File: config.mk
export PLATFORM = sky130hd
export DESIGN_NAME = imct_ctrl
export DESIGN_NICKNAME = d
export VERILOG_FILES = /design/src/include/imct_pkg.sv /design/src/hw/imct_ctrl.sv /design/src/hw/imct_lane.sv
export SDC_FILE = /design/constraint.sdc
export NUM_CORES = 1
export LEC_CHECK = 0
export ABC_AREA = 1
export BUFFER_PORTS_ARGS = -buffer_cell sky130_fd_sc_hd__buf_2
export CAP_MARGIN = 20
export CORE_AREA = 2 2 127 129
export DETAILED_ROUTE_END_ITERATION = 8
export DIE_AREA = 0 0 129 131
export GPL_TIMING_DRIVEN = 0
export HOLD_SLACK_MARGIN = 0.06
export PLACE_DENSITY_LB_ADDON = 0.12
export SETUP_SLACK_MARGIN = 0.4
export SKIP_CTS_REPAIR_TIMING = 1
export SLEW_MARGIN = 0
export SYNTH_ARGS = -nofsm -noshare
export SYNTH_HDL_FRONTEND = slang
export SYNTH_SLANG_ARGS = --single-unit
File: constraint.sdc
create_clock -name CORE_CLK -period 1 [get_ports CORE_CLK]
set_input_delay 0.15 -clock CORE_CLK [delete_from_list [all_inputs] [get_ports CORE_CLK]]
set_output_delay 0.15 -clock CORE_CLK [all_outputs]
set_load 0.005 [all_outputs]
File: src/include/imct_pkg.sv
/*
 Constants, field layout and types shared by the interrupt mode
 control block for interrupt numbers 36 to 43.
 Assumes a 32-bit register port with byte addresses.
*/
`default_nettype none
package imct_pkg;

   // Sources and lanes
   localparam int NUM_SRC       = 8;
   localparam int SRC_PER_REG   = 4;
   localparam int LANE_W        = 8;
   localparam int DATA_W        = 32;
   localparam int ADDR_W        = 32;
   localparam int LVL_W         = 3;

   // Register addresses
   localparam logic [31:0] ADDR_SRC36_39  = 32'hFFFF_E024;
   localparam logic [31:0] ADDR_SRC40_43  = 32'hFFFF_E028;
   localparam logic [31:0] ADDR_EVT_STAT  = 32'hFFFF_E0F8;

   // Reset values
   localparam logic [31:0] CFG_RESET      = 32'h0000_0000;
   localparam logic [7:0]  STAT_RESET     = 8'h00;

   // Writable bits of one lane; bits 7 and 3 read zero
   localparam logic [7:0]  LANE_WR_MASK   = 8'h77;

   // Field positions inside a lane
   localparam int ACT_HI        = 6;
   localparam int ACT_LO        = 5;
   localparam int DMA_SEL_BIT   = 4;
   localparam int LVL_HI        = 2;
   localparam int LVL_LO        = 0;

   // Field encodings
   localparam logic [1:0]  ACT_RISING     = 2'h3;
   localparam logic [2:0]  LVL_DISABLED   = 3'h0;

   // How a lane routes its detected request
   typedef enum logic [1:0] {
      IMCT_ROUTE_OFF = 2'h0,
      IMCT_ROUTE_CPU = 2'h1,
      IMCT_ROUTE_DMA = 2'h3
   } imct_route_t;

endpackage
`default_nettype wire

File: src/hw/imct_ctrl.sv
/*
 Interrupt mode control for interrupt numbers 36 to 43: two
 configuration registers, one byte lane per source, an event status
 register, and per-source routing to the processor or to a DMA
 channel.
 Assumes a single-cycle register port on CORE_CLK, and source
 requests produced by peripheral logic on the same clock.
*/
// Decided for this implementation: the strobed register port.
`timescale 1ns/1ps
`default_nettype none
module imct_ctrl (
   input  wire logic        CORE_CLK,
   input  wire logic        RST_N,
   input  wire logic [31:0] REG_ADDR,
   input  wire logic [31:0] REG_WDATA,
   input  wire logic        REG_WR,
   input  wire logic        REG_RD,
   output logic      [31:0] REG_RDATA,
   input  wire logic [7:0]  SRC_REQ,
   output logic      [7:0]  IRQ_REQ,
   output logic      [23:0] IRQ_LEVEL,
   output logic      [7:0]  DMA_START
);

   typedef struct packed {
      logic [31:0] cfg36;
      logic [31:0] cfg40;
      logic [7:0]  evt;
      logic [31:0] rdata;
      logic [7:0]  irq_req;
      logic [23:0] irq_level;
      logic [7:0]  dma_start;
   } imct_state_t;

   imct_state_t state_r;
   imct_state_t state_nxt;

   logic [7:0]  lane_irq;
   logic [7:0]  lane_dma;
   logic [23:0] lane_sel;
   logic [63:0] cfg_all;

   // Lane n of the concatenation serves interrupt number 36 + n
   function automatic logic [7:0] lane_of(
      input logic [63:0] regs,
      input int          idx
   );
      lane_of = regs[idx*imct_pkg::LANE_W +: imct_pkg::LANE_W];
   endfunction

   // Reserved lane bits are dropped on the way in
   function automatic logic [31:0] masked_write(
      input logic [31:0] wdata
   );
      logic [31:0] m;
      m = {imct_pkg::SRC_PER_REG{imct_pkg::LANE_WR_MASK}};
      masked_write = wdata & m;
   endfunction

   function automatic logic [7:0] chan_onehot(
      input logic [2:0] ch
   );
      chan_onehot = 8'h01 << ch;
   endfunction

   // 36..39 in the first word, 40..43 in the second
   assign cfg_all = {state_r.cfg40, state_r.cfg36};

   genvar g;
   generate
      for (g = 0; g < imct_pkg::NUM_SRC; g++) begin : g_lane
         imct_lane u_lane (
            .clk       (CORE_CLK),
            .rst_n     (RST_N),
            .cfg       (lane_of(cfg_all, g)),
            .req       (SRC_REQ[g]),
            .irq_pulse (lane_irq[g]),
            .dma_pulse (lane_dma[g]),
            .sel       (lane_sel[g*imct_pkg::LVL_W +: imct_pkg::LVL_W])
         );
      end
   endgenerate

   always_comb begin
      logic [7:0] dma_acc;
      logic [7:0] lane;
      logic       hit;
      dma_acc   = 8'h00;
      lane      = 8'h00;
      hit       = 1'b0;
      state_nxt = state_r;

      // Register writes
      if (REG_WR) begin
         if (REG_ADDR == imct_pkg::ADDR_SRC36_39) begin
            state_nxt.cfg36 = masked_write(REG_WDATA);
         end else if (REG_ADDR == imct_pkg::ADDR_SRC40_43) begin
            state_nxt.cfg40 = masked_write(REG_WDATA);
         end else if (REG_ADDR == imct_pkg::ADDR_EVT_STAT) begin
            // Write one to clear
            state_nxt.evt = state_r.evt & ~REG_WDATA[7:0];
         end
      end

      // A new event beats a clear in the same cycle
      state_nxt.evt = state_nxt.evt | lane_irq | lane_dma;

      // Read data stand only in the cycle after the strobe
      state_nxt.rdata = 32'h0000_0000;
      if (REG_RD) begin
         if (REG_ADDR == imct_pkg::ADDR_SRC36_39) begin
            state_nxt.rdata = state_r.cfg36;
         end else if (REG_ADDR == imct_pkg::ADDR_SRC40_43) begin
            state_nxt.rdata = state_r.cfg40;
         end else if (REG_ADDR == imct_pkg::ADDR_EVT_STAT) begin
            state_nxt.rdata = {24'h00_0000, state_r.evt};
         end
      end

      // Processor requests carry the configured level
      state_nxt.irq_req = lane_irq;
      for (int i = 0; i < imct_pkg::NUM_SRC; i++) begin
         lane = lane_of(cfg_all, i);
         hit  = lane_irq[i];
         state_nxt.irq_level[i*imct_pkg::LVL_W +: imct_pkg::LVL_W] =
            hit ? lane[imct_pkg::LVL_HI:imct_pkg::LVL_LO] : 3'h0;
         if (lane_dma[i]) begin
            // Several sources may share a channel; their pulses merge
            dma_acc = dma_acc
               | chan_onehot(lane_sel[i*imct_pkg::LVL_W +:
                                      imct_pkg::LVL_W]);
         end
      end
      state_nxt.dma_start = dma_acc;
   end

   always_ff @(posedge CORE_CLK or negedge RST_N) begin
      if (!RST_N) begin
         state_r.cfg36     <= imct_pkg::CFG_RESET;
         state_r.cfg40     <= imct_pkg::CFG_RESET;
         state_r.evt       <= imct_pkg::STAT_RESET;
         state_r.rdata     <= 32'h0000_0000;
         state_r.irq_req   <= 8'h00;
         state_r.irq_level <= 24'h00_0000;
         state_r.dma_start <= 8'h00;
      end else begin
         state_r <= state_nxt;
      end
   end

   assign REG_RDATA = state_r.rdata;
   assign IRQ_REQ   = state_r.irq_req;
   assign IRQ_LEVEL = state_r.irq_level;
   assign DMA_START = state_r.dma_start;

endmodule
`default_nettype wire

File: src/hw/imct_lane.sv
/*
 One source lane: decodes the lane byte, detects the rising edge of
 the source request and issues a CPU or DMA pulse.
 Assumes the request comes from logic on the same clock.
*/
`timescale 1ns/1ps
`default_nettype none
module imct_lane (
   input  wire logic       clk,
   input  wire logic       rst_n,
   input  wire logic [7:0] cfg,
   input  wire logic       req,
   output logic            irq_pulse,
   output logic            dma_pulse,
   output logic [2:0]      sel
);

   typedef struct packed {
      logic       prev;
      logic       irq_pulse;
      logic       dma_pulse;
      logic [2:0] sel;
   } imct_lane_state_t;

   imct_lane_state_t state_r;
   imct_lane_state_t state_nxt;
   imct_pkg::imct_route_t route;
   logic                  rise;

   always_comb begin
      rise = req & ~state_r.prev;
      // Only the rising-edge setting detects anything at all
      if (cfg[imct_pkg::ACT_HI:imct_pkg::ACT_LO]
          != imct_pkg::ACT_RISING) begin
         route = imct_pkg::IMCT_ROUTE_OFF;
      end else if (cfg[imct_pkg::DMA_SEL_BIT]) begin
         route = imct_pkg::IMCT_ROUTE_DMA;
      end else if (cfg[imct_pkg::LVL_HI:imct_pkg::LVL_LO]
                   == imct_pkg::LVL_DISABLED) begin
         route = imct_pkg::IMCT_ROUTE_OFF;
      end else begin
         route = imct_pkg::IMCT_ROUTE_CPU;
      end
      state_nxt           = state_r;
      state_nxt.prev      = req;
      state_nxt.sel       = cfg[imct_pkg::LVL_HI:imct_pkg::LVL_LO];
      // A DMA-routed request never reaches the processor
      state_nxt.irq_pulse = rise
                            & (route == imct_pkg::IMCT_ROUTE_CPU);
      state_nxt.dma_pulse = rise
                            & (route == imct_pkg::IMCT_ROUTE_DMA);
   end

   always_ff @(posedge clk or negedge rst_n) begin
      if (!rst_n) begin
         state_r <= '0;
      end else begin
         state_r <= state_nxt;
      end
   end

   assign irq_pulse = state_r.irq_pulse;
   assign dma_pulse = state_r.dma_pulse;
   assign sel       = state_r.sel;

endmodule
`default_nettype wire

Yosys cells after proc, flatten, opt, wreduce, memory -nomap -nowiden
Index checks and enable logic that the tools add are counted.

Bits of input ports: 76. Register bits after elaboration: 176. Output and inout port bits: 72.

Shift operators: 8. Equality and inequality tests: 27. Bitwise logic cells: 44. Muxes and demuxes: 48. Reduce and logical (&&, ||, !) cells: 10.

Operator list (count): two-way mux 8 bit (13); == test 32 bit, second input constant (3); two-way mux 31 bit (3); OR 8 bit (9); left shift 1 x 3 -> 8 bit, first input constant (8); two-way mux 2 bit (16); AND 1 bit (24); zero test 3 bit (8); two-way mux 3 bit (8); == test 2 x 1 -> 1 bit, second input constant (8); == test 2 bit, second input constant (8); inequality test 2 bit, second input constant (8); NOT 1 bit (9); AND 8 bit (1); two-way mux 1 bit (8); NOT 8 bit (1); AND reduction 3 bit (1); AND reduction 2 bit (1).

Logic depth before layout (Yosys ltp)
Word-level depth: 16. Depth in mapped cells: 11.

By module
A second synthesis with hierarchy kept.

Cells, all modules: 965. Area total of the unflattened synthesis: 8211.6 µm².

Modules (own cells, without submodules): imct_ctrl (times used 1, cells each 813, area each 6409.9 µm²); imct_lane (times used 8, cells each 19, area each 225.2 µm²).

Worst setup path before layout
Ideal clock, no wire load.

Path kind: input to register. From: input REG_ADDR[8]. To: register state_r (netlist bit cfg_all[41]). Buffers on the path: 1. Stages: 9. Library setup time: 0.116 ns. Required time: 0.884 ns. Slack: -0.204 ns. Data arrival time: 1.088 ns. Cells stage by stage: inv_1 > nand2_1 > nor2_1 > nand2_1 > nor2_2 > nand4_1 > buf_2 > nand2_1 > nand2_1.

Word-level cells in the longest chain between the ends: 3.

Ends and longest elaborated chain: from (decl) (RTL line imct_ctrl.sv:15) `input wire logic [31:0] REG_ADDR,`; == test 32 bit (RTL line imct_ctrl.sv:96) `if (REG_ADDR == imct_pkg::ADDR_SRC36_39) begin`; NOT 1 bit (no source line); AND reduction 3 bit (no source line) (*); to (signal assigned) (RTL line imct_ctrl.sv:148) `state_r <= state_nxt;`; to (decl) (RTL line imct_ctrl.sv:36) `imct_state_t state_r;`.

Every way passes the cells marked *; elsewhere a longest branch is shown, timed or not. A chain may end at the register's enable or synchronous reset.

Final worst setup path
From: register state_r (netlist bit REG_RDATA[3]). To: output REG_RDATA[3].

RTL lines: to (decl) (RTL line imct_ctrl.sv:19) `output logic [31:0] REG_RDATA,`.

No word-level cell between the ends.

==> summary.md <==
| Metric | Value |
|---|---|
| Overall power | `14500 uW` |
| H-tree levels | `4` |
| Flop pwr share | `47.5%` |
| Wire per inst | `18.2 um` |
| Die X | `129 um` |
| Worst relative slew slack | `64.6%` |
| PwrDens | `1190 mW/mm^2` |
| Yosys top cell area share | `56.0%` |
| Vias in the first global route | `5695` |
| Post-Syn Instances | `871` |
| Sum Neg Setup Slack | `-18780 ps` |
| Rows | `46` |
| Clock Power Share | `47.4%` |
| WP data arrival | `1070 ps` |
| GRT overflow | `0` |
| Synth cell types | `32` |
| Vias | `7035` |
| Fin. Hold Viols | `95` |
| Internal power | `11300 uW` |
| Slew @ Worst Pin | `532 ps` |
| Clk buf depth | `2` |
| P&R area growth vs syn | `61.3%` |
| Synth Area per Inst | `8.72 um^2` |
| Vias per cell | `5.29` |
| Worst Hold Class | `input pin to asynchronous set/reset pin` |
| Num Clock Sinks | `170` |
| Largest area contributor in the netlist | `dfrtp_1` |
| Max frequency | `0.823 GHz` |
| Ys async rst share | `100%` |
| Clock-pin slew on the worst setup and hold paths | `70 ps` |
| Synthesized area | `0.00759 mm^2` |
| First-pass GRT wire length | `29200 um` |
| Critical path launch point type | `register` |
| Initial antenna violation count | `0` |
| Layout Nets | `1178` |
| Fin crit period | `1220 ps` |
| Iteration-0 DRC Markers | `629` |
| Post-layout util | `78.5%` |
| Leakage Power | `0.00623 uW` |
| Top FF cell, synth | `dfrtp_1` |
| Register area share after synthesis | `56.0%` |
| Core area | `0.0156 mm^2` |
| Failing checks | `negative hold slack, negative setup slack` |
| Run status | `finished with violations` |
| TritonRoute pass-1 iters | `7` |
| CTS Root Cell | `clkbuf_16` |
| Post-DP HPWL | `13900 um` |
| Part of the power in combinational logic | `5.2%` |
| Clock skew | `8.22 ps` |
| Switching share of total power | `22.4%` |
| Port bufs | `135` |
| RSZ-0062 raised after global routing | `true` |
| Total CTS buffers | `17` |
| Synth area leaders | `dfrtp_1 (56%), nand2_1 (11%), buf_4 (7.5%)` |
| Final setup viols | `144` |
| Share of cells above drive strength 1 | `55.2%` |
| Tcrit/Tclk final | `122%` |
| Worst-skew pair later-pin latency | `430 ps` |
| Residual DRC count | `0` |
| Max Cap Viol | `0` |
| Synth Register Bits | `170` |
| Largest net degree at the start of global routing | `127` |
| Routability cong. | `0.916` |
| Die H | `131 um` |
| Commonest cells after routing, fill and taps aside | `buf_6 (179), dfrtp_1 (144), nand2_1 (121)` |
| Final-report max-slew violation count | `0` |
| Hold WS | `-387 ps` |
| IO Count | `148` |
| DP Worst Slack | `-723 ps` |
| Antenna-violating nets left | `0` |
| Worst setup margin | `-216 ps` |
| Commonest non-fill, non-tap cell in the layout | `buf_6` |
| CP endpoint kind | `output pin` |
| Critical Path RT | `850 ps` |
| Critical path class | `register to output pin` |
| Inserted Diodes | `0` |
| Psw | `3260 uW` |
| CP Max Fanout | `1` |
| Area of the die | `0.0169 mm^2` |
| Initial Utilization | `48.7%` |
| Tot GR Track Use | `23.2%` |
| Synth warn | `0` |
| CTS tree | `built` |
| Peak VDD IR | `1.25 mV` |
| Post-synth EDFFs | `0` |
| Final wirelength | `24200 um` |
-- stage by stage --
step                      hold slack, ps  std cells  instance area (um^2)
after floorplan                     -146        876                  8080
after global placement               275       1227                  9020
after detailed placement            66.1       1228                  9060
after CTS                           -389       1260                  9680
after global routing                -363       1331                 12200
final                               -387       1331                 12200
-- final timing paths --
| kind | from | endpoint | slack, ps | cells past startpoint |
|---|---|---|---|---|
| setup / recovery | REG_RDATA[3] | REG_RDATA[3] | -220 | 2 |
| hold / removal | RST_N | IRQ_LEVEL[2] | -390 | 1 |
| setup reg to reg | g_lane[0].u_lane.sel[1] | DMA_START[7] | -210 | 4 |
| hold reg to reg | cfg_all[2] | g_lane[0].u_lane.sel[2] | 460 | 0 |
| max in group asynchronous | RST_N | g_lane[0].u_lane.dma_pulse | 680 | 2 |
| min in group CORE_CLK | REG_WDATA[29] | cfg_all[61] | -60 | 3 |
-- synthesized netlist by cell type (2+ instances only) --
| library cell | instances |
|---|---|
| nand2_1 | 228 |
| dfrtp_1 | 170 |
| inv_1 | 107 |
| buf_4 | 76 |
| nor2_1 | 66 |
| nand3_1 | 54 |
| nor3_1 | 28 |
| o21ai_1 | 25 |
| nand4_1 | 22 |
| a21oi_1 | 19 |
| o21ai_0 | 17 |
| nor2_2 | 8 |
| buf_2 | 7 |
| a31oi_1 | 6 |
| clkbuf_1 | 5 |
| nor2_4 | 5 |
| a311oi_1 | 4 |
| o22ai_1 | 4 |
| nand2_2 | 3 |
| buf_6 | 2 |
| inv_2 | 2 |
| nand3_2 | 2 |
| o2111ai_1 | 2 |
-- worst max-delay path, stage by stage, from the launching register on --
cell and delay, ps:
dfrtp_1 410, buf_6 130, buf_6 100
-- cells by family (layout without fill, tap and decap cells) --
family	count (synthesis)	count (layout)	share of synthesized area (%)
other cells	1	6	0.0494
compound gates	80	80	5.87
flops	170	170	56.0
simple gates	420	420	24.1
buf+inv	200	439	14.0
-- registers in the layout, indices dropped and copies added (netlist names), 24 cells and up --
name / flops
g_lane.u_lane.sel: 24
REG_RDATA: 26
cfg_all: 48
IRQ_LEVEL: 24
-- area by class of cell --
type | instances | area, um^2
multi-input combinational | 506 | 3370
fill | 925 | 3360
sequential | 170 | 4290
clock inverter | 13 | 164
clock buffer | 19 | 453
tap | 216 | 270
timing repair buffer | 207 | 2170
inverter | 109 | 472
buffer | 91 | 1060
-- metal layers --
metal  wire length, um  vias up  GRT usage, %
met3              1460       88          4.68
li1                  -     3153             -
met4              1030        0          8.76
met5                 0        -             0
met1              9480     3432          32.8
met2             12200      362          35.8
-- power by group through the flow --
stage / Clock [uW] / Combinational (uW) / Sequential (uW)
global placement: 0 / 513 / 7030
global route: 7230 / 817 / 6890
floorplan: 0 / 147 / 7030
finish: 6880 / 750 / 6900
detailed placement: 0 / 536 / 7020
CTS: 6910 / 536 / 6900
Power figures use the tool's default switching activity.
